## src/acs_cfg.svh

```systemverilog
`ifndef ACS_CFG_SVH
`define ACS_CFG_SVH
// APB byte offsets of the block's registers
`define ACS_OFF_CTRL_A 12'h000
`define ACS_OFF_CTRL_B 12'h004
`define ACS_OFF_CHAN 12'h008
`define ACS_OFF_RES_LO 12'h00C
`define ACS_OFF_RES_HI 12'h010
// Control A fields
`define ACS_A_EN 7
`define ACS_A_START 6
`define ACS_A_ATE 5
`define ACS_A_FLAG 4
`define ACS_A_PS_LSB 0
// Channel register fields
`define ACS_C_REF_LSB 6
`define ACS_C_LADJ 5
`define ACS_C_MUX_LSB 0
// Conversion lengths in converter clock cycles
`define ACS_NORMAL_CYC 5'd13
`define ACS_FIRST_CYC 5'd25
`define ACS_DIFF_CYC 5'd14
`define ACS_AUTO_CYC 5'd14
// Sample instants, in half converter cycles from start
`define ACS_SH_NORMAL_HALF 6'd3
`define ACS_SH_FIRST_HALF 6'd27
`define ACS_SH_AUTO_HALF 6'd4
// Trigger select code meaning free running
`define ACS_TRIG_FREE 3'h0
`define ACS_RESET_WORD 8'h00
`endif

```

## src/acs_pkg.sv

```systemverilog
package acs_pkg;
  typedef enum logic [1:0] {ACS_IDLE, ACS_WAIT, ACS_CONV} acs_state_e;
  typedef logic [9:0] acs_result_t;
endpackage

```

## src/acs_clk_if.sv

```systemverilog
`timescale 1ns/1ps
interface acs_clk_if;
  logic enable;
  logic restart;
  logic [2:0] ps_sel;
  logic tick;
  logic half_tick;
  logic half_phase;
  modport ctrl (output enable, output restart, output ps_sel,
                input tick, input half_tick, input half_phase);
  modport pre (input enable, input restart, input ps_sel,
               output tick, output half_tick, output half_phase);
endinterface

```

## src/acs_prescaler.sv

```systemverilog
`timescale 1ns/1ps
`include "acs_cfg.svh"
module acs_prescaler import acs_pkg::*; #(
  parameter int CNT_W = 7
) (
  input wire logic clk_i,
  input wire logic rst_i,
  acs_clk_if.pre pif
);
  typedef struct packed {
    logic [CNT_W-1:0] cnt;
    logic phase;
  } acs_pre_s;
  acs_pre_s st_r;
  acs_pre_s st_nxt;
  logic [CNT_W:0] period;
  logic wrap;

  // Division is 2 to the power of the select, minimum 2
  always_comb begin
    period = (CNT_W+1)'(1) << ((pif.ps_sel == 3'h0) ? 3'h1 : pif.ps_sel);
    wrap = ({1'b0, st_r.cnt} == period - (CNT_W+1)'(1));
    st_nxt = st_r;
    if (!pif.enable || pif.restart) begin
      st_nxt.cnt = '0;
      st_nxt.phase = 1'b0;
    end else if (wrap) begin
      st_nxt.cnt = '0;
      st_nxt.phase = ~st_r.phase;
    end else begin
      st_nxt.cnt = st_r.cnt + CNT_W'(1);
    end
  end

  assign pif.tick = pif.enable && !pif.restart && wrap;
  assign pif.half_tick = pif.enable && !pif.restart
                         && (st_r.cnt == CNT_W'(period[CNT_W:1] - (CNT_W+1)'(1)));
  assign pif.half_phase = st_r.phase;

  always_ff @(posedge clk_i) begin
    if (rst_i) begin
      st_r <= '0;
    end else begin
      st_r <= st_nxt;
    end
  end
endmodule

```

## src/acs_sequencer.sv

```systemverilog
`timescale 1ns/1ps
`include "acs_cfg.svh"
// How it works
// - 10-bit result, zero is ground
// - selections apply only while enabled
// - right aligned, left when adjust set
// - low byte read locks both bytes
// - high byte read unlocks result bytes
// - flag set even when result dropped
// - start bit runs one conversion, self-clears
// - channel change waits for conversion end
// - trigger edge restarts prescaler, starts conversion
// - edges during conversion ignored
// - source flag must clear between triggers
// - done-flag source runs free
// - start reads one while busy
// - prescaler held reset while disabled
// - software start on next converter edge
// - 13 cycles, first after enable 25
// - sample at 1.5, first at 13.5
// - completion writes result, sets flag
// - auto trigger sample at 2 cycles
// - free run restarts at once
// - differential aligns to half-rate clock
// - selection frozen during conversion
module acs_sequencer import acs_pkg::*; #(
  parameter int TRIG_N = 8
) (
  input wire logic CLOCK_I,
  input wire logic RESET_I,
  input wire logic PSEL_I,
  input wire logic PENABLE_I,
  input wire logic PWRITE_I,
  input wire logic [11:0] PADDR_I,
  input wire logic [31:0] PWDATA_I,
  input wire logic [3:0] PSTRB_I,
  output logic [31:0] PRDATA_O,
  output logic PREADY_O,
  output logic PSLVERR_O,
  input wire logic [TRIG_N-1:0] TRIGGER_I,
  input wire logic [9:0] CONV_DATA_I,
  input wire logic DIFF_CHANNEL_I,
  output logic [4:0] INPUT_CHANNEL_SELECT_O,
  output logic [1:0] REFERENCE_SELECT_O,
  output logic CONV_ENABLE_O,
  output logic SAMPLE_HOLD_O,
  output logic CONV_BUSY_O,
  output logic CONV_DONE_FLAG_O
);
  typedef struct packed {
    acs_state_e state;
    logic [7:0] ctrl_a;
    logic [7:0] ctrl_b;
    logic [7:0] chan;
    logic [6:0] held_sel;
    logic [9:0] result;
    logic locked;
    logic first;
    logic auto_run;
    logic sampled;
    logic [4:0] cyc_left;
    logic [5:0] half_cnt;
    logic [5:0] sh_half;
    logic [TRIG_N-1:0] trig_s1;
    logic [TRIG_N-1:0] trig_s2;
    logic trig_prev;
    logic [31:0] rdata;
    logic sh_pulse;
  } acs_seq_s;

  acs_seq_s st_r;
  acs_seq_s st_nxt;
  acs_clk_if cif();

  logic wr_en;
  logic rd_en;
  logic trig_lvl;
  logic trig_rise;
  logic enable;
  logic [2:0] tsel;
  logic free_run;
  logic sw_start;
  logic auto_start;
  logic finish;
  logic [15:0] aligned;

  function automatic logic [7:0] merge_byte(input logic [7:0] old_v, input logic [7:0] new_v,
                                            input logic lane);
    merge_byte = lane ? new_v : old_v;
  endfunction

  function automatic logic [15:0] align(input logic [9:0] r, input logic ladj);
    align = ladj ? {r, 6'h00} : {6'h00, r};
  endfunction

  // Offsets that answer; anything else is refused with an error
  function automatic logic reg_hit(input logic [11:0] a);
    case (a)
      `ACS_OFF_CTRL_A: reg_hit = 1'b1;
      `ACS_OFF_CTRL_B: reg_hit = 1'b1;
      `ACS_OFF_CHAN: reg_hit = 1'b1;
      `ACS_OFF_RES_LO: reg_hit = 1'b1;
      `ACS_OFF_RES_HI: reg_hit = 1'b1;
      default: reg_hit = 1'b0;
    endcase
  endfunction

  function automatic logic [31:0] rd_word(input logic [11:0] a, input logic [7:0] ca,
                                          input logic [7:0] cb, input logic [7:0] ch,
                                          input logic [15:0] al);
    case (a)
      `ACS_OFF_CTRL_A: rd_word = {24'h000000, ca};
      `ACS_OFF_CTRL_B: rd_word = {24'h000000, cb};
      `ACS_OFF_CHAN: rd_word = {24'h000000, ch};
      `ACS_OFF_RES_LO: rd_word = {24'h000000, al[7:0]};
      `ACS_OFF_RES_HI: rd_word = {24'h000000, al[15:8]};
      default: rd_word = 32'h0000_0000;
    endcase
  endfunction

  function automatic logic [4:0] conv_len(input logic first_v, input logic auto_v,
                                          input logic long_v);
    if (first_v) begin
      conv_len = `ACS_FIRST_CYC;
    end else if (auto_v) begin
      conv_len = `ACS_AUTO_CYC;
    end else if (long_v) begin
      conv_len = `ACS_DIFF_CYC;
    end else begin
      conv_len = `ACS_NORMAL_CYC;
    end
  endfunction

  // sample instant in half converter cycles
  function automatic logic [5:0] sample_at(input logic first_v, input logic auto_v,
                                           input logic long_v);
    if (first_v) begin
      sample_at = `ACS_SH_FIRST_HALF;
    end else if (auto_v) begin
      sample_at = `ACS_SH_AUTO_HALF;
    end else if (long_v) begin
      sample_at = `ACS_SH_NORMAL_HALF + 6'd2;
    end else begin
      sample_at = `ACS_SH_NORMAL_HALF;
    end
  endfunction

  acs_prescaler #(.CNT_W(7)) u_pre (
    .clk_i(CLOCK_I),
    .rst_i(RESET_I),
    .pif(cif.pre)
  );

  assign enable = st_r.ctrl_a[`ACS_A_EN];
  assign tsel = st_r.ctrl_b[2:0];
  assign free_run = st_r.ctrl_a[`ACS_A_ATE] && (tsel == `ACS_TRIG_FREE);
  assign wr_en = PSEL_I && PENABLE_I && PWRITE_I;
  assign rd_en = PSEL_I && PENABLE_I && !PWRITE_I;
  // Trigger taken only after two flops; the first stage feeds nothing else
  assign trig_lvl = st_r.trig_s2[tsel];
  // only a fresh rising edge counts
  // A source left high never retriggers, so software must drop it first
  assign trig_rise = trig_lvl && !st_r.trig_prev;
  assign sw_start = wr_en && (PADDR_I == `ACS_OFF_CTRL_A) && PSTRB_I[0]
                    && PWDATA_I[`ACS_A_START] && PWDATA_I[`ACS_A_EN];
  assign auto_start = enable && st_r.ctrl_a[`ACS_A_ATE] && !free_run && trig_rise;
  assign finish = (st_r.state == ACS_CONV) && cif.tick && (st_r.cyc_left == 5'd1);
  assign aligned = align(st_r.result, st_r.chan[`ACS_C_LADJ]);

  assign cif.enable = enable;
  assign cif.restart = auto_start && (st_r.state == ACS_IDLE);
  assign cif.ps_sel = st_r.ctrl_a[2:0];

  always_comb begin
    st_nxt = st_r;
    st_nxt.sh_pulse = 1'b0;
    st_nxt.trig_s1 = TRIGGER_I;
    st_nxt.trig_s2 = st_r.trig_s1;
    st_nxt.trig_prev = trig_lvl;

    if (st_r.state != ACS_CONV || (finish)) begin
      st_nxt.held_sel = {st_r.chan[7:6], st_r.chan[4:0]};
    end

    if (wr_en) begin
      case (PADDR_I)
        `ACS_OFF_CTRL_A: begin
          if (PSTRB_I[0]) begin
            st_nxt.ctrl_a[`ACS_A_EN] = PWDATA_I[`ACS_A_EN];
            st_nxt.ctrl_a[`ACS_A_ATE] = PWDATA_I[`ACS_A_ATE];
            st_nxt.ctrl_a[3:0] = PWDATA_I[3:0];
            // Flag clears by writing one
            if (PWDATA_I[`ACS_A_FLAG]) begin
              st_nxt.ctrl_a[`ACS_A_FLAG] = 1'b0;
            end
          end
        end
        `ACS_OFF_CTRL_B: st_nxt.ctrl_b = merge_byte(st_r.ctrl_b, PWDATA_I[7:0], PSTRB_I[0]);
        `ACS_OFF_CHAN: st_nxt.chan = merge_byte(st_r.chan, PWDATA_I[7:0], PSTRB_I[0]);
        default: st_nxt.ctrl_b = st_r.ctrl_b;
      endcase
    end

    if (rd_en) begin
      if (PADDR_I == `ACS_OFF_RES_LO) begin
        st_nxt.locked = 1'b1;
      end
      if (PADDR_I == `ACS_OFF_RES_HI) begin
        st_nxt.locked = 1'b0;
      end
    end

    // disable drops everything in flight
    // A write that sets enable and start together still starts from idle
    if (!enable && !(sw_start && st_r.state == ACS_IDLE)) begin
      st_nxt.state = ACS_IDLE;
      st_nxt.first = 1'b1;
      st_nxt.ctrl_a[`ACS_A_START] = 1'b0;
    end else begin
      case (st_r.state)
        ACS_IDLE: begin
          // software start waits for converter edge
          if (sw_start) begin
            st_nxt.state = ACS_WAIT;
            st_nxt.auto_run = 1'b0;
            st_nxt.ctrl_a[`ACS_A_START] = 1'b1;
          end else if (auto_start) begin
            st_nxt.state = ACS_CONV;
            st_nxt.auto_run = 1'b1;
            st_nxt.ctrl_a[`ACS_A_START] = 1'b1;
            st_nxt.cyc_left = conv_len(st_r.first, 1'b1, 1'b0);
            st_nxt.sh_half = sample_at(st_r.first, 1'b1, 1'b0);
            st_nxt.half_cnt = '0;
            st_nxt.sampled = 1'b0;
          end
        end
        ACS_WAIT: begin
          if (cif.tick) begin
            st_nxt.state = ACS_CONV;
            st_nxt.half_cnt = '0;
            st_nxt.sampled = 1'b0;
            if (st_r.first) begin
              st_nxt.cyc_left = `ACS_FIRST_CYC;
              st_nxt.sh_half = `ACS_SH_FIRST_HALF;
            end else if (DIFF_CHANNEL_I && cif.half_phase) begin
              st_nxt.cyc_left = `ACS_DIFF_CYC;
              st_nxt.sh_half = `ACS_SH_NORMAL_HALF + 6'd2;
            end else begin
              st_nxt.cyc_left = `ACS_NORMAL_CYC;
              st_nxt.sh_half = `ACS_SH_NORMAL_HALF;
            end
          end
        end
        ACS_CONV: begin
          if (cif.tick || cif.half_tick) begin
            st_nxt.half_cnt = st_r.half_cnt + 6'd1;
          end
          if (!st_r.sampled && (cif.tick || cif.half_tick)
              && (st_r.half_cnt + 6'd1 == st_r.sh_half)) begin
            st_nxt.sampled = 1'b1;
            st_nxt.sh_pulse = 1'b1;
          end
          if (cif.tick && st_r.cyc_left != 5'd1) begin
            st_nxt.cyc_left = st_r.cyc_left - 5'd1;
          end
          if (finish) begin
            st_nxt.first = 1'b0;
            st_nxt.ctrl_a[`ACS_A_FLAG] = 1'b1;
            if (!st_r.locked) begin
              // full 10-bit code kept as delivered
              st_nxt.result = CONV_DATA_I;
            end
            if (free_run) begin
              st_nxt.state = ACS_CONV;
              st_nxt.half_cnt = '0;
              st_nxt.sampled = 1'b0;
              // free running differential is always long
              st_nxt.cyc_left = conv_len(1'b0, 1'b0, DIFF_CHANNEL_I);
              st_nxt.sh_half = sample_at(1'b0, 1'b0, DIFF_CHANNEL_I);
            end else begin
              // level still high does not restart
              st_nxt.state = ACS_IDLE;
              st_nxt.ctrl_a[`ACS_A_START] = 1'b0;
            end
          end
        end
        default: st_nxt.state = ACS_IDLE;
      endcase
    end

    if (enable && st_nxt.state != ACS_IDLE) begin
      st_nxt.ctrl_a[`ACS_A_START] = 1'b1;
    end

    // Read data is registered in setup so it is stable for the access phase
    st_nxt.rdata = 32'h0000_0000;
    if (PSEL_I && !PENABLE_I) begin
      st_nxt.rdata = rd_word(PADDR_I, st_r.ctrl_a, st_r.ctrl_b, st_r.chan, aligned);
    end
  end

  always_ff @(posedge CLOCK_I) begin
    if (RESET_I) begin
      st_r <= '0;
      st_r.state <= ACS_IDLE;
      st_r.first <= 1'b1;
    end else begin
      st_r <= st_nxt;
    end
  end

  assign PRDATA_O = st_r.rdata;
  // No wait states: every register answers in the access cycle
  assign PREADY_O = 1'b1;
  assign PSLVERR_O = PSEL_I && PENABLE_I && !reg_hit(PADDR_I);
  assign INPUT_CHANNEL_SELECT_O = enable ? st_r.held_sel[4:0] : 5'h00;
  assign REFERENCE_SELECT_O = enable ? st_r.held_sel[6:5] : 2'h0;
  assign CONV_ENABLE_O = enable;
  assign SAMPLE_HOLD_O = st_r.sh_pulse;
  assign CONV_BUSY_O = st_r.state == ACS_CONV;
  assign CONV_DONE_FLAG_O = st_r.ctrl_a[`ACS_A_FLAG];
endmodule

```

## config.mk

```make
export PLATFORM = sky130hd
export DESIGN_NAME = acs_sequencer
export DESIGN_NICKNAME = d
export VERILOG_FILES = /design/src/acs_pkg.sv /design/src/acs_clk_if.sv /design/src/acs_prescaler.sv /design/src/acs_sequencer.sv
export VERILOG_INCLUDE_DIRS = /design/src /design/src/src
export SDC_FILE = /design/constraint.sdc
export NUM_CORES = 1
export LEC_CHECK = 0
export BUFFER_PORTS_ARGS = -buffer_cell sky130_fd_sc_hd__buf_2
export CORE_AREA = 8 8 111 113
export DETAILED_ROUTE_END_ITERATION = 8
export DIE_AREA = 0 0 119 121
export GPL_TIMING_DRIVEN = 0
export PLACE_DENSITY = 0.79
export SYNTH_ARGS = -nofsm -noshare
export SYNTH_HDL_FRONTEND = slang
export SYNTH_SLANG_ARGS = --single-unit
```

## constraint.sdc

```tcl
create_clock -name CLOCK_I -period 4.9 [get_ports CLOCK_I]
set_input_delay 0.98 -clock CLOCK_I [delete_from_list [all_inputs] [get_ports CLOCK_I]]
set_output_delay 0.98 -clock CLOCK_I [all_outputs]
set_load 0.05 [all_outputs]
```

# Word-level counts from Yosys, hierarchy flattened

Index checks and enable logic that the tools add are counted.

Input port bits: 72
Word-level logic and storage cells: 168
Output and inout bits: 45
Register bits after elaboration: 121

Multiplexer cells: 53
Shifts and indexed selects: 1
Reduce and logical (&&, ||, !) cells: 62
Bitwise gates (word level): 5
Order comparisons: 1
Eq/ne operators: 20
Add/subtract/negate cells: 5

Operators with widths:

| cell                                                 | count |
|---|---|
| 2-to-1 mux 18 bit                                    | 5 |
| one-hot mux 18 bit (3 select lines)                  | 1 |
| 2-to-1 mux 5 bit                                     | 8 |
| one-hot mux 8 bit (5 select lines)                   | 1 |
| 2-to-1 mux 8 bit                                     | 4 |
| logical AND 1 bit                                    | 27 |
| equality test 12 x 4 -> 1 bit, second input constant | 2 |
| 2-to-1 mux 21 bit                                    | 1 |
| 2-to-1 mux 2 bit                                     | 9 |
| 2-to-1 mux 1 bit                                     | 16 |
| 2-to-1 mux 16 bit                                    | 1 |
| equality test 12 x 3 -> 1 bit, second input constant | 1 |
| equality test 12 x 5 -> 1 bit, second input constant | 1 |
| zero test 12 bit                                     | 1 |
| zero test 1 bit                                      | 9 |
| 2-to-1 mux 3 bit                                     | 3 |
| AND reduction 3 bit                                  | 3 |
| equality test 7 x 8 -> 1 bit                         | 1 |
| inequality test 2 bit, second input constant         | 4 |
| AND reduction 4 bit                                  | 2 |
| << shifter 1 x 3 -> 8 bit, first input constant      | 1 |
| subtractor 8 x 1 -> 8 bit, second input constant     | 1 |
| adder 7 x 1 -> 7 bit, second input constant          | 1 |
| equality test 7 bit                                  | 1 |
| other kinds (30)                                     | 43 |

# Logic depth before layout (Yosys ltp)

Gate-level depths: netlist of the first run.

Depth in word-level cells: 18
Mapped depth: 14
Mapped depth without buffers: 10

# Modules after synthesis

Synthesis of the first run repeated with hierarchy kept, for this count alone.

Cell total of the unflattened synthesis: 600
Area, all modules: 5198.7 um2

Modules (own cells, without submodules):

| module        | area each (um2) | sequential area each (um2) | times used | cells each |
|---|---|---|---|---|
| acs_sequencer | 4515.6          | 1741.7                     | 1          | 517 |
| acs_prescaler | 683.2           | 160.2                      | 1          | 83 |

# Worst setup path after synthesis of the first run

No wires, ideal clock.

Kind: input to output
From: input port PADDR_I[2]
To: output port PSLVERR_O
Required time: 3920 ps
Setup slack: 1267 ps
Arrival: 2653 ps
Cell stages on the path: 5
Cell sequence: clkbuf_1 -> or4b_2 -> nor4_1 -> or2_2 -> nor2_1

Cells in the longest elaborated chain, start to end: 5

RTL lines:

| item                                                        | RTL line             | text |
|---|---|---|
| start, declared                                             | acs_sequencer.sv:34  | `input wire logic [11:0] PADDR_I,` |
| equality test 12 x 4 -> 1 bit, or another cell as far along | acs_sequencer.sv:98  | `case (a)` |
| OR reduction 5 bit (no source line) (*)                     | --                   |  |
| 2-to-1 mux 1 bit (*)                                        | acs_sequencer.sv:98  |  |
| zero test 1 bit (*)                                         | acs_sequencer.sv:315 | `assign PSLVERR_O = PSEL_I && PENABLE_I && !reg_hit(PADDR_I);` |
| logical AND 1 bit (*)                                       | acs_sequencer.sv:315 |  |
| end, declared                                               | acs_sequencer.sv:39  | `output logic PSLVERR_O,` |

Mark *: on every way between the ends. The rest lies on a longest branch, timed or not.

# Worst setup path after layout of the first run

Ends and elaborated chain as after synthesis.

==> run metrics, run 1 <==
Vias 4654; Area after DPL ~5700 sq um; Syn Std Cell Area 5120 sq um; synth cell count leaders dfxtp_1 (95), nor2_1 (72), mux2i_1 (46); critical path fanouts, max 10; Post-DP HPWL 10000 microns; Post-CTS Repair Setup Buffers 0; # setup viols final 0; final hold viol count 0; setup TNS 0 ns; gr ovfl total 0; P_int 0.00101 W; ys async rst share 0%; largest cells by area after synthesis dfxtp_1 (37%), mux2i_1 (9.0%), nor2_1 (5.3%), buf_4 (5.0%), nand2_1 (2.9%); FMAX 0.234 GHz; final core occ 55.5%; setup ws final roughly 0.63 ns; H-tree levels 3; DRT Wirelength 13200 microns; ys flop type dfxtp_1; port bufs a little over 60; GRT Overall Usage around 18%; MaxCap Viol Count 0; clock transition at the registers of the reported paths 0.10 ns; Area Growth Syn to Fin 14.9%; routability congestion estimate slightly below 0.9; worst r2r path cells 11; Design Area, Final slightly below 6000 sq um; fin crit period 4.27 ns; VDD IR-drop max roughly 0.00016 V; largest net degree at the start of global routing 19; Clock Path Buffers 2; drt wl/cell between 15 and 20 microns; first-pass GRT wire length ~22000 microns; CP Class in -> out; pins over their slew limit 0; core area 10600 sq um; CP arrival roughly 3.3 ns; post-synthesis cell count between 500 and 600; Seq/Total Area, Yosys a little under two fifths; Clock Power Share a little over a third; Avg Cell Area, Syn about 8.6 sq um; Inserted Clock Buffers 9; # hold bufs at CTS 0; antenna fix cells 0; HP Class reg -> reg; Setup crit end kind primary output; Iteration-0 DRC Markers 445; fraction of layout cells with a size suffix above 1 approximately a fifth; Top Ports about 120; Clk Latency, worst-skew pair around 0.37 ns; first-pass iteration count of the detailed router 6; Cell Pwr Density approximately 240 nW/um^2; outcome finished clean; Yosys top cell area share a little under two fifths; clk_skew approximately 0.013 ns; TritonCTS clock tree built; ANT nets after route 0; Yosys cell types 68; Reg power frac around 56%; LEAKAGE 2.29 nW; Die ar. 14400 sq um; cell row count 38; slew margin rel. 22.4%; Sink Count 95; worst slew pin tran approximately 1.2 ns; number of global-route vias before repair 4717; most frequent cell after synthesis dfxtp_1; Yosys top cell by area dfxtp_1; Resized cells post-CTS 0; Final nets around 770; Sw Ratio 27.5%; total DRC errors in the routed layout 0; Initial Utilization about half; pre-CTS setup slack around 0.66 ns; crit start category input port; initial antenna violation count 0; width of the die between 100 and 150 microns; period utilisation layout 87.2%; Gate power share 7.9%; synth warn 0; Die Span Y 121 microns; hold path depth 1; Post-synth EDFFs 0; post-synthesis register bit count 95; CTS root buf clkbuf_8; Req. time, crit path slightly below 4 ns; vias per cell approximately 5.6; RSZ-0062 raised after global routing false; switching power around 0.00038 W
==> final timing paths <==
kind / startpoint / endpoint / slack, ns
setup / recovery: PADDR_I[2] / PSLVERR_O / 0.63
hold / removal: st_nxt[41] / st_r[41] / 0.43
setup reg to reg: cif.ps_sel[2] / st_r[110] / 0.94
hold reg to reg: st_nxt[41] / st_r[41] / 0.43
==> cells by family after synthesis <==
kind of cell	count (synthesis)	synth area share, %
other	2	0.147
AND/OR/NAND/NOR	227	23.6
flip-flops	95	37.1
adder cells (fa/ha/maj)	10	2.44
multiplexers	52	10.5
AO/OA/AOI/OAI	103	13.9
buffers and inverters	82	8.68
XOR/XNOR	21	3.59
==> sequential cells by signal (all words and copies together) (netlist names) <==
signal and count:
CONV_ENABLE_O 1, u_pre.st_r 7, PRDATA_O 8, st_nxt 8, cif.ps_sel 3, SAMPLE_HOLD_O 1
CONV_DONE_FLAG_O 1, u_pre.pif.half_phase 1, st_r 65
==> layout make-up <==
| type | count | area (sq um) |
|---|---|---|
| sequential | 95 | 1900 |
| tap | 140 | 175 |
| clock buffer | 10 | 128 |
| buffer | 68 | 392 |
| inverter | 14 | 52.6 |
| timing repair buffer | 62 | 310 |
| clock inverter | 6 | 57.6 |
| fill | 971 | 4720 |
| multi-input combinational | 439 | 2860 |
==> routing by layer <==
layer / vias up / track usage [%] / wire length [microns] / share of wire [%]
met5: - / 0 / 0 / 0
met4: 0 / 7.75 / 266 / 2.0
met1: 2186 / 21.5 / 5430 / 41
met2: 196 / 31.1 / 6600 / 50
li1: 2246 / - / - / -
met3: 26 / 3.77 / 897 / 6.8
==> worst max-delay path, cell delays in order <==
cell and delay (ns):
clkbuf_1 0.20, or4b_2 0.70, nor4_1 0.89, or2_2 0.27
nor2_1 0.04, buf_2 0.20
==> metrics by stage <==
stage | std cells | power (W) | hold WS [ns]
2_1_floorplan | 616 | 0.000877 | 0.414
3_3_place_gp | 818 | 0.000904 | 0.418
3_5_place_dp | 818 | 0.000907 | 0.423
4_1_cts | 834 | 0.00140 | 0.433
5_1_grt | 834 | 0.00144 | 0.463
6_report | 834 | 0.00139 | 0.433
==> placed cells by master (no fill, tap or decap), types with 5 or more instances in the layout <==
cell / instances
dfxtp_1: 95
nor2_1: 72
buf_2: 69
mux2i_1: 46
nand2_1: 40
buf_4: 34
a21oi_1: 29
clkbuf_1: 26
conb_1: 26
nor2b_1: 17
nand3_1: 15
inv_1: 14
nor3_1: 13
xnor2_1: 12
and2_1: 11
o21ai_0: 10
ha_1: 10
nor4_1: 9
xor2_1: 9
clkbuf_8: 9
nand4_1: 7
or3_1: 6
or4_1: 6
o31ai_1: 6
and3_1: 5
mux2_2: 5
o211ai_1: 5
a31oi_1: 5
==> power groups by stage <==
stage	clock network [W]	logic, W	registers (W)
after floorplan	0	0.0000800	0.000797
after global placement	0	0.000107	0.000797
after detailed placement	0	0.000109	0.000797
after CTS	0.000514	0.000109	0.000780
after global routing	0.000544	0.000117	0.000780
final	0.000504	0.000111	0.000779
Note: power is estimated with default switching activity, not from simulation.
==> run 2: changes to the inputs <==
Settings changed: PLACE_DENSITY 0.79 to 0.8, SYNTH_HIERARCHICAL from default to 1.
==> run 2 against run 1 <==
  * Critical path depth rose by 8
  * Sequential power barely moved
  * Design area rose by 1.7%
  * Clock skew rose by 0.0028 ns
  * Die area did not move
  * Worst setup slack improved by 0.16 ns
  * Critical endpoint is now st_r[110]
  * Fmax rose by 3.9%
  * Clock power rose by 7.3%
  * Largest power group unchanged
  * Power rose by 2.9%
  * Non-clock buffer count fell by 2
  * Synthesized area rose by 1.5%
==> run metrics, run 2 <==
core area ~11000 sq um; period utilisation layout a little over four fifths; fin crit period ~4.1 ns; GRT Overall Usage 17.9%; post-synthesis register bit count 95; Iteration-0 DRC Markers roughly 400; TritonCTS clock tree built; DRT Wirelength approximately 13000 microns; slew margin rel. between 50 and 60%; Vias approximately 4600; Setup crit end kind flip-flop; Clock Path Buffers 2; Yosys top cell area share 36.6%; Post-synth EDFFs 0; # hold bufs at CTS 0; commonest non-fill, non-tap cell in the layout dfxtp_1; Final nets slightly below 800; Clk Latency, worst-skew pair ~0.37 ns; Largest Register st_r; routability congestion estimate between 0.9 and 1; width of the die between 100 and 150 microns; first-pass iteration count of the detailed router 7; ANT nets after route 0; Yosys top cell by area dfxtp_1; Yosys cell types 76; most used cell along the critical path buf_6; LEAKAGE 2.45 nW; Slowest cell on crit path or4b_4; RSZ-0062 raised after global routing false; drt wl/cell approximately 16 microns; Req. time, crit path about 5 ns; Syn Std Cell Area between 5000 and 6000 sq um; CTS root buf clkbuf_8; Post-DP HPWL between 10000 and 15000 microns; number of global-route vias before repair ~4600; Seq/Total Area, Yosys between 30% and 40%; Top Ports 117; crit start category flip-flop; worst-path cell chain buf_6 -> or3b_4 -> ha_1 -> and2b_1 -> a21boi_0 -> o211ai_2 -> nor4_1 -> buf_6 -> or4b_4 -> o21ai_2 -> a31oi_1 -> nor3_2 -> nand2b_1 -> nand4_1; synth cell count leaders dfxtp_1 (95), nor2_1 (74), mux2i_1 (39); FMAX 0.243 GHz; fraction of layout cells with a size suffix above 1 a little over a fifth; VDD IR-drop max between 0.00015 and 0.0002 V; ys flop type dfxtp_1; clk_skew between 0.015 and 0.02 ns; antenna fix cells 0; setup TNS 0 ns; vias per cell 5.46; CP arrival 4.35 ns; Area Growth Syn to Fin 15.1%; Hold WS ~0.44 ns; Die ar. roughly 14000 sq um; worst slew pin tran roughly 0.74 ns; Avg Cell Area, Syn between 8 and 9 sq um; total DRC errors in the routed layout 0; Sink Count 95; # setup viols final 0; cell row count 38; MaxCap Viol Count 0; commonest cells after routing, fill and taps aside dfxtp_1 (95), nor2_1 (74), buf_2 (66); post-synthesis cell count 600; critical path fanouts, max 10; Initial Utilization between 40 and 50%; largest net degree at the start of global routing 18; most frequent cell after synthesis dfxtp_1; CP Class reg -> reg; gr ovfl total 0; H-tree levels 3; Cell Pwr Density approximately 240 nW/um^2; max reg flops 65; Inserted Clock Buffers 9; final hold viol count 0; CP peak stage delay roughly 0.52 ns; outcome finished clean; HP Class reg -> reg; port bufs 64; ys async rst share 0%; synth warn 6; clock transition at the registers of the reported paths approximately 0.10 ns; largest cells by area after synthesis dfxtp_1 (37%), mux2i_1 (7.5%), buf_4 (5.3%), nor2_1 (5.3%), a21oi_1 (3.1%); Post-CTS Repair Setup Buffers 0; Die Span Y 121 microns; first-pass GRT wire length between 20000 and 25000 microns; initial antenna violation count 0; pins over their slew limit 0; Resized cells post-CTS 0
-- run 2: final timing paths --
kind,from,endpoint,slack (ns),cells past startpoint
worst max-delay path,cif.ps_sel[1],st_r[110],0.79,14
worst min-delay path,st_nxt[34],st_r[34],0.44,1
worst max register to register,cif.ps_sel[1],st_r[110],0.79,14
worst min register to register,st_nxt[34],st_r[34],0.44,1
-- run 2: logic make-up after synthesis --
group           after synthesis  share of synthesized area, %
simple gates                234                          24.4
compound gates              114                          14.8
xor+xnor                     21                          3.68
other cells                   3                         0.217
mux                          45                          8.81
fa+ha+maj                    10                          2.41
buf+inv                      78                          9.10
flops                        95                          36.6
-- run 2: area by class of cell --
type,instances,area (sq um)
buffer,64,420
timing repair buffer,64,320
inverter,14,52.6
fill,940,4620
sequential,95,1900
tap,140,175
multi-input combinational,450,2910
clock buffer,10,128
clock inverter,6,75.1
-- run 2: report_power, final --
part	internal [W]	switching, W	total [W]	leakage (nW)
sequential	0.000778	0.00000127	0.000779	0.768
combinational	0.0000366	0.0000778	0.000114	1.58
clock	0.000245	0.000296	0.000541	0.0994
total	0.00106	0.000375	0.00143	2.45
-- run 2: metal layers --
layer / routed length, microns / share of wire (%) / global-route usage [%]
met2: 6590 / 50 / 31.8
met3: 823 / 6.3 / 3.21
met4: 281 / 2.1 / 6.25
met5: 0 / 0 / 0
met1: 5390 / 41 / 21.3
-- run 2: critical path, delay by kind of cell, from the launching register on --
family	cells	cell delay, ns
AO/OA/AOI/OAI	4	1.03
adder cells (fa/ha/maj)	1	0.28
buffers and inverters	2	0.35
flip-flops	1	0.40
AND/OR/NAND/NOR	7	1.93
-- run 2: per-stage QoR --
stage               power (W)  util [%]  instances  cell area [sq um]  worst slack (ns)
global placement     0.000908      54.5        827               5780             0.946
CTS                   0.00144      56.4        843               5980             0.842
floorplan            0.000878         -        623               5290              1.27
finish                0.00143      56.4        843               5980             0.787
global route          0.00148      56.4        843               5980             0.406
detailed placement   0.000910      54.5        827               5780             0.868
==> run 3: changes to the inputs <==
Settings changed: ABC_AREA from default to 1, CORE_AREA 8 8 111 113 to 8 8 113 115, DIE_AREA 0 0 119 121 to 0 0 121 123.
Clock period 4.9 ns to 3.6 ns, I/O delays scaled along.
==> run 3 against run 2 <==
  * Combinational power rose by 44%
  * Largest power group unchanged
  * Core utilization is 1.3 points lower
  * Fmax up 30%
  * Largest cell class unchanged
  * First-iteration DRC count down 25%
  * Synthesized cell count grew 22%
  * Hold slack worse by 0.042 ns
==> run metrics, run 3 <==
Post-CTS Repair Setup Buffers 0; period utilisation layout approximately 88%; Resized cells post-CTS 0; vias per cell 4.87; Clk Latency, worst-skew pair between 0.3 and 0.4 ns; worst slew pin tran about 0.73 ns; Req. time, crit path 3.89 ns; final hold viol count 0; post-synthesis cell count 733; DRT Wirelength 12400 microns; port bufs between 60 and 70; switching power 0.000565 W; RSZ-0062 raised after global routing false; GRT Overall Usage between 15 and 20%; Setup crit end kind flip-flop; Cell Pwr Density around 360 nW/um^2; commonest cells after routing, fill and taps aside nand2_1 (117), inv_1 (115), dfxtp_1 (95); crit start category flip-flop; Vias 4771; ANT nets after route 0; drt wl/cell about 13 microns; TritonCTS clock tree built; Area Growth Syn to Fin 17.4%; Syn Std Cell Area 5200 sq um; Top Ports 117; setup TNS 0 ns; FMAX around 0.32 GHz; Yosys cell types approximately 50; Sw Ratio approximately 25%; gr ovfl total 0; initial antenna violation count 0; post-synthesis register bit count 95; pins over their slew limit 0; fraction of layout cells with a size suffix above 1 about a fifth; CP arrival approximately 3.5 ns; P_int between 0.0015 and 0.002 W; ys async rst share 0%; Gate power share ~7.4%; largest cells by area after synthesis dfxtp_1 (37%), nand2_1 (8.4%), inv_1 (8.3%), nor2_1 (6.4%), a21oi_1 (5.1%); placed cells ~960; # setup viols final 0; outcome finished clean; Inserted Clock Buffers 9; Die ar. approximately 15000 sq um; antenna fix cells 0; clock transition at the registers of the reported paths 0.07 ns; Non-Filler Instances 979; Die Span Y between 100 and 150 microns; routability congestion estimate ~0.9; synth cell count leaders nand2_1 (117), inv_1 (115), dfxtp_1 (95); HP Class reg -> reg; Avg Cell Area, Syn between 7 and 8 sq um; total DRC errors in the routed layout 0; Yosys top cell by area dfxtp_1; clk_skew 0.00783 ns; cell row count 39; Clock Path Buffers 2; Initial Utilization roughly 47%; width of the die 121 microns; VDD IR-drop max about 0.00026 V; Final nets around 910; critical path fanouts, max 9; synth warn 6; CTS root buf clkbuf_16; core area approximately 11000 sq um; fin crit period 3.17 ns; largest net degree at the start of global routing 19; Post-DP HPWL around 9400 microns; Reg power frac between 40% and 50%; H-tree levels 3; Largest Register st_r; Sink Count 95; Clock Power Share between 40% and 50%; Post-synth EDFFs 0; Yosys top cell area share between 30 and 40%; number of global-route vias before repair ~4500; slew margin rel. ~51%; CP Class reg -> reg; first-pass GRT wire length between 20000 and 25000 microns; commonest non-fill, non-tap cell in the layout nand2_1; most frequent cell after synthesis nand2_1; ys flop type dfxtp_1; Iteration-0 DRC Markers 301; MaxCap Viol Count 0; first-pass iteration count of the detailed router 5; Seq/Total Area, Yosys a little over a third; # hold bufs at CTS 0; max reg flops 65; LEAKAGE between 2 and 3 nW
[run 3: final timing paths]
| kind | from | to | slack (ns) | cells after the start |
|---|---|---|---|---|
| worst max-delay path | cif.ps_sel[2] | st_r[62] | 0.43 | 20 |
| worst min-delay path | st_nxt[36] | st_r[36] | 0.40 | 2 |
| worst max register to register | cif.ps_sel[2] | st_r[62] | 0.43 | 20 |
| worst min register to register | st_nxt[36] | st_r[36] | 0.40 | 2 |
[run 3: per-layer routing]
metal / wire [microns] / vias up / global-route usage, %
met5: 0 / - / 0
met4: 230 / 0 / 6.01
met3: 830 / 19 / 4.02
met2: 5830 / 155 / 28.6
met1: 5540 / 2122 / 20.5
li1: - / 2475 / -
[run 3: power groups by stage]
stage	Clock, W	Sequential, W	Combinational, W
6_report	0.00100	0.00106	0.000164
5_1_grt	0.00107	0.00106	0.000177
4_1_cts	0.00102	0.00106	0.000162
3_5_place_dp	0	0.00109	0.000162
3_3_place_gp	0	0.00108	0.000161
2_1_floorplan	0	0.00108	0.000118
[run 3: area by class of cell]
class	instances	area (sq um)
Fill cell	1052	4970
Multi-Input combinational cell	488	2580
Sequential cell	95	1900
Inverter	120	455
Buffer	53	357
Timing Repair Buffer	64	320
Clock buffer	9	225
Tap cell	143	179
Clock inverter	7	90.1
[run 3: cells by family (layout without fill, tap and decap cells)]
family                     after synthesis  after routing  share of synthesized area (%)
xor gates and xnor gates                20             20                           3.37
and+or+nand+nor                        288            288                           26.1
other                                    3             26                          0.216
DFF                                     95             95                           36.6
adders and majority gates               10             10                           2.41
buffers and inverters                  173            253                           15.6
AOI/OAI and AO/OA                      144            144                           15.7
[run 3: through the flow]
step	worst slack, ns	utilization [%]	total power, W	instance area [sq um]	hold WS, ns
2_1_floorplan	0.959	-	0.00120	5290	0.388
3_5_place_dp	0.348	52.2	0.00125	5790	0.396
3_3_place_gp	0.420	52.2	0.00125	5790	0.390
4_1_cts	0.322	55.1	0.00224	6100	0.406
5_1_grt	0.0646	55.1	0.00230	6110	0.418
6_report	0.431	55.1	0.00223	6110	0.403
[run 3: critical path: stages (launching register included)]
cell	delay, ns
dfxtp_1	0.32
buf_6	0.14
nor2_1	0.14
inv_1	0.09
ha_1	0.29
inv_1	0.04
nand2_1	0.05
nand2_1	0.04
nor2_1	0.10
nand2_1	0.10
nor2_4	0.12
nand3_4	0.10
nor2_1	0.28
inv_1	0.15
nor3_4	0.37
nand2_1	0.21
inv_1	0.12
a21oi_1	0.05
nor3_1	0.15
o21ai_0	0.12
a21oi_1	0.12
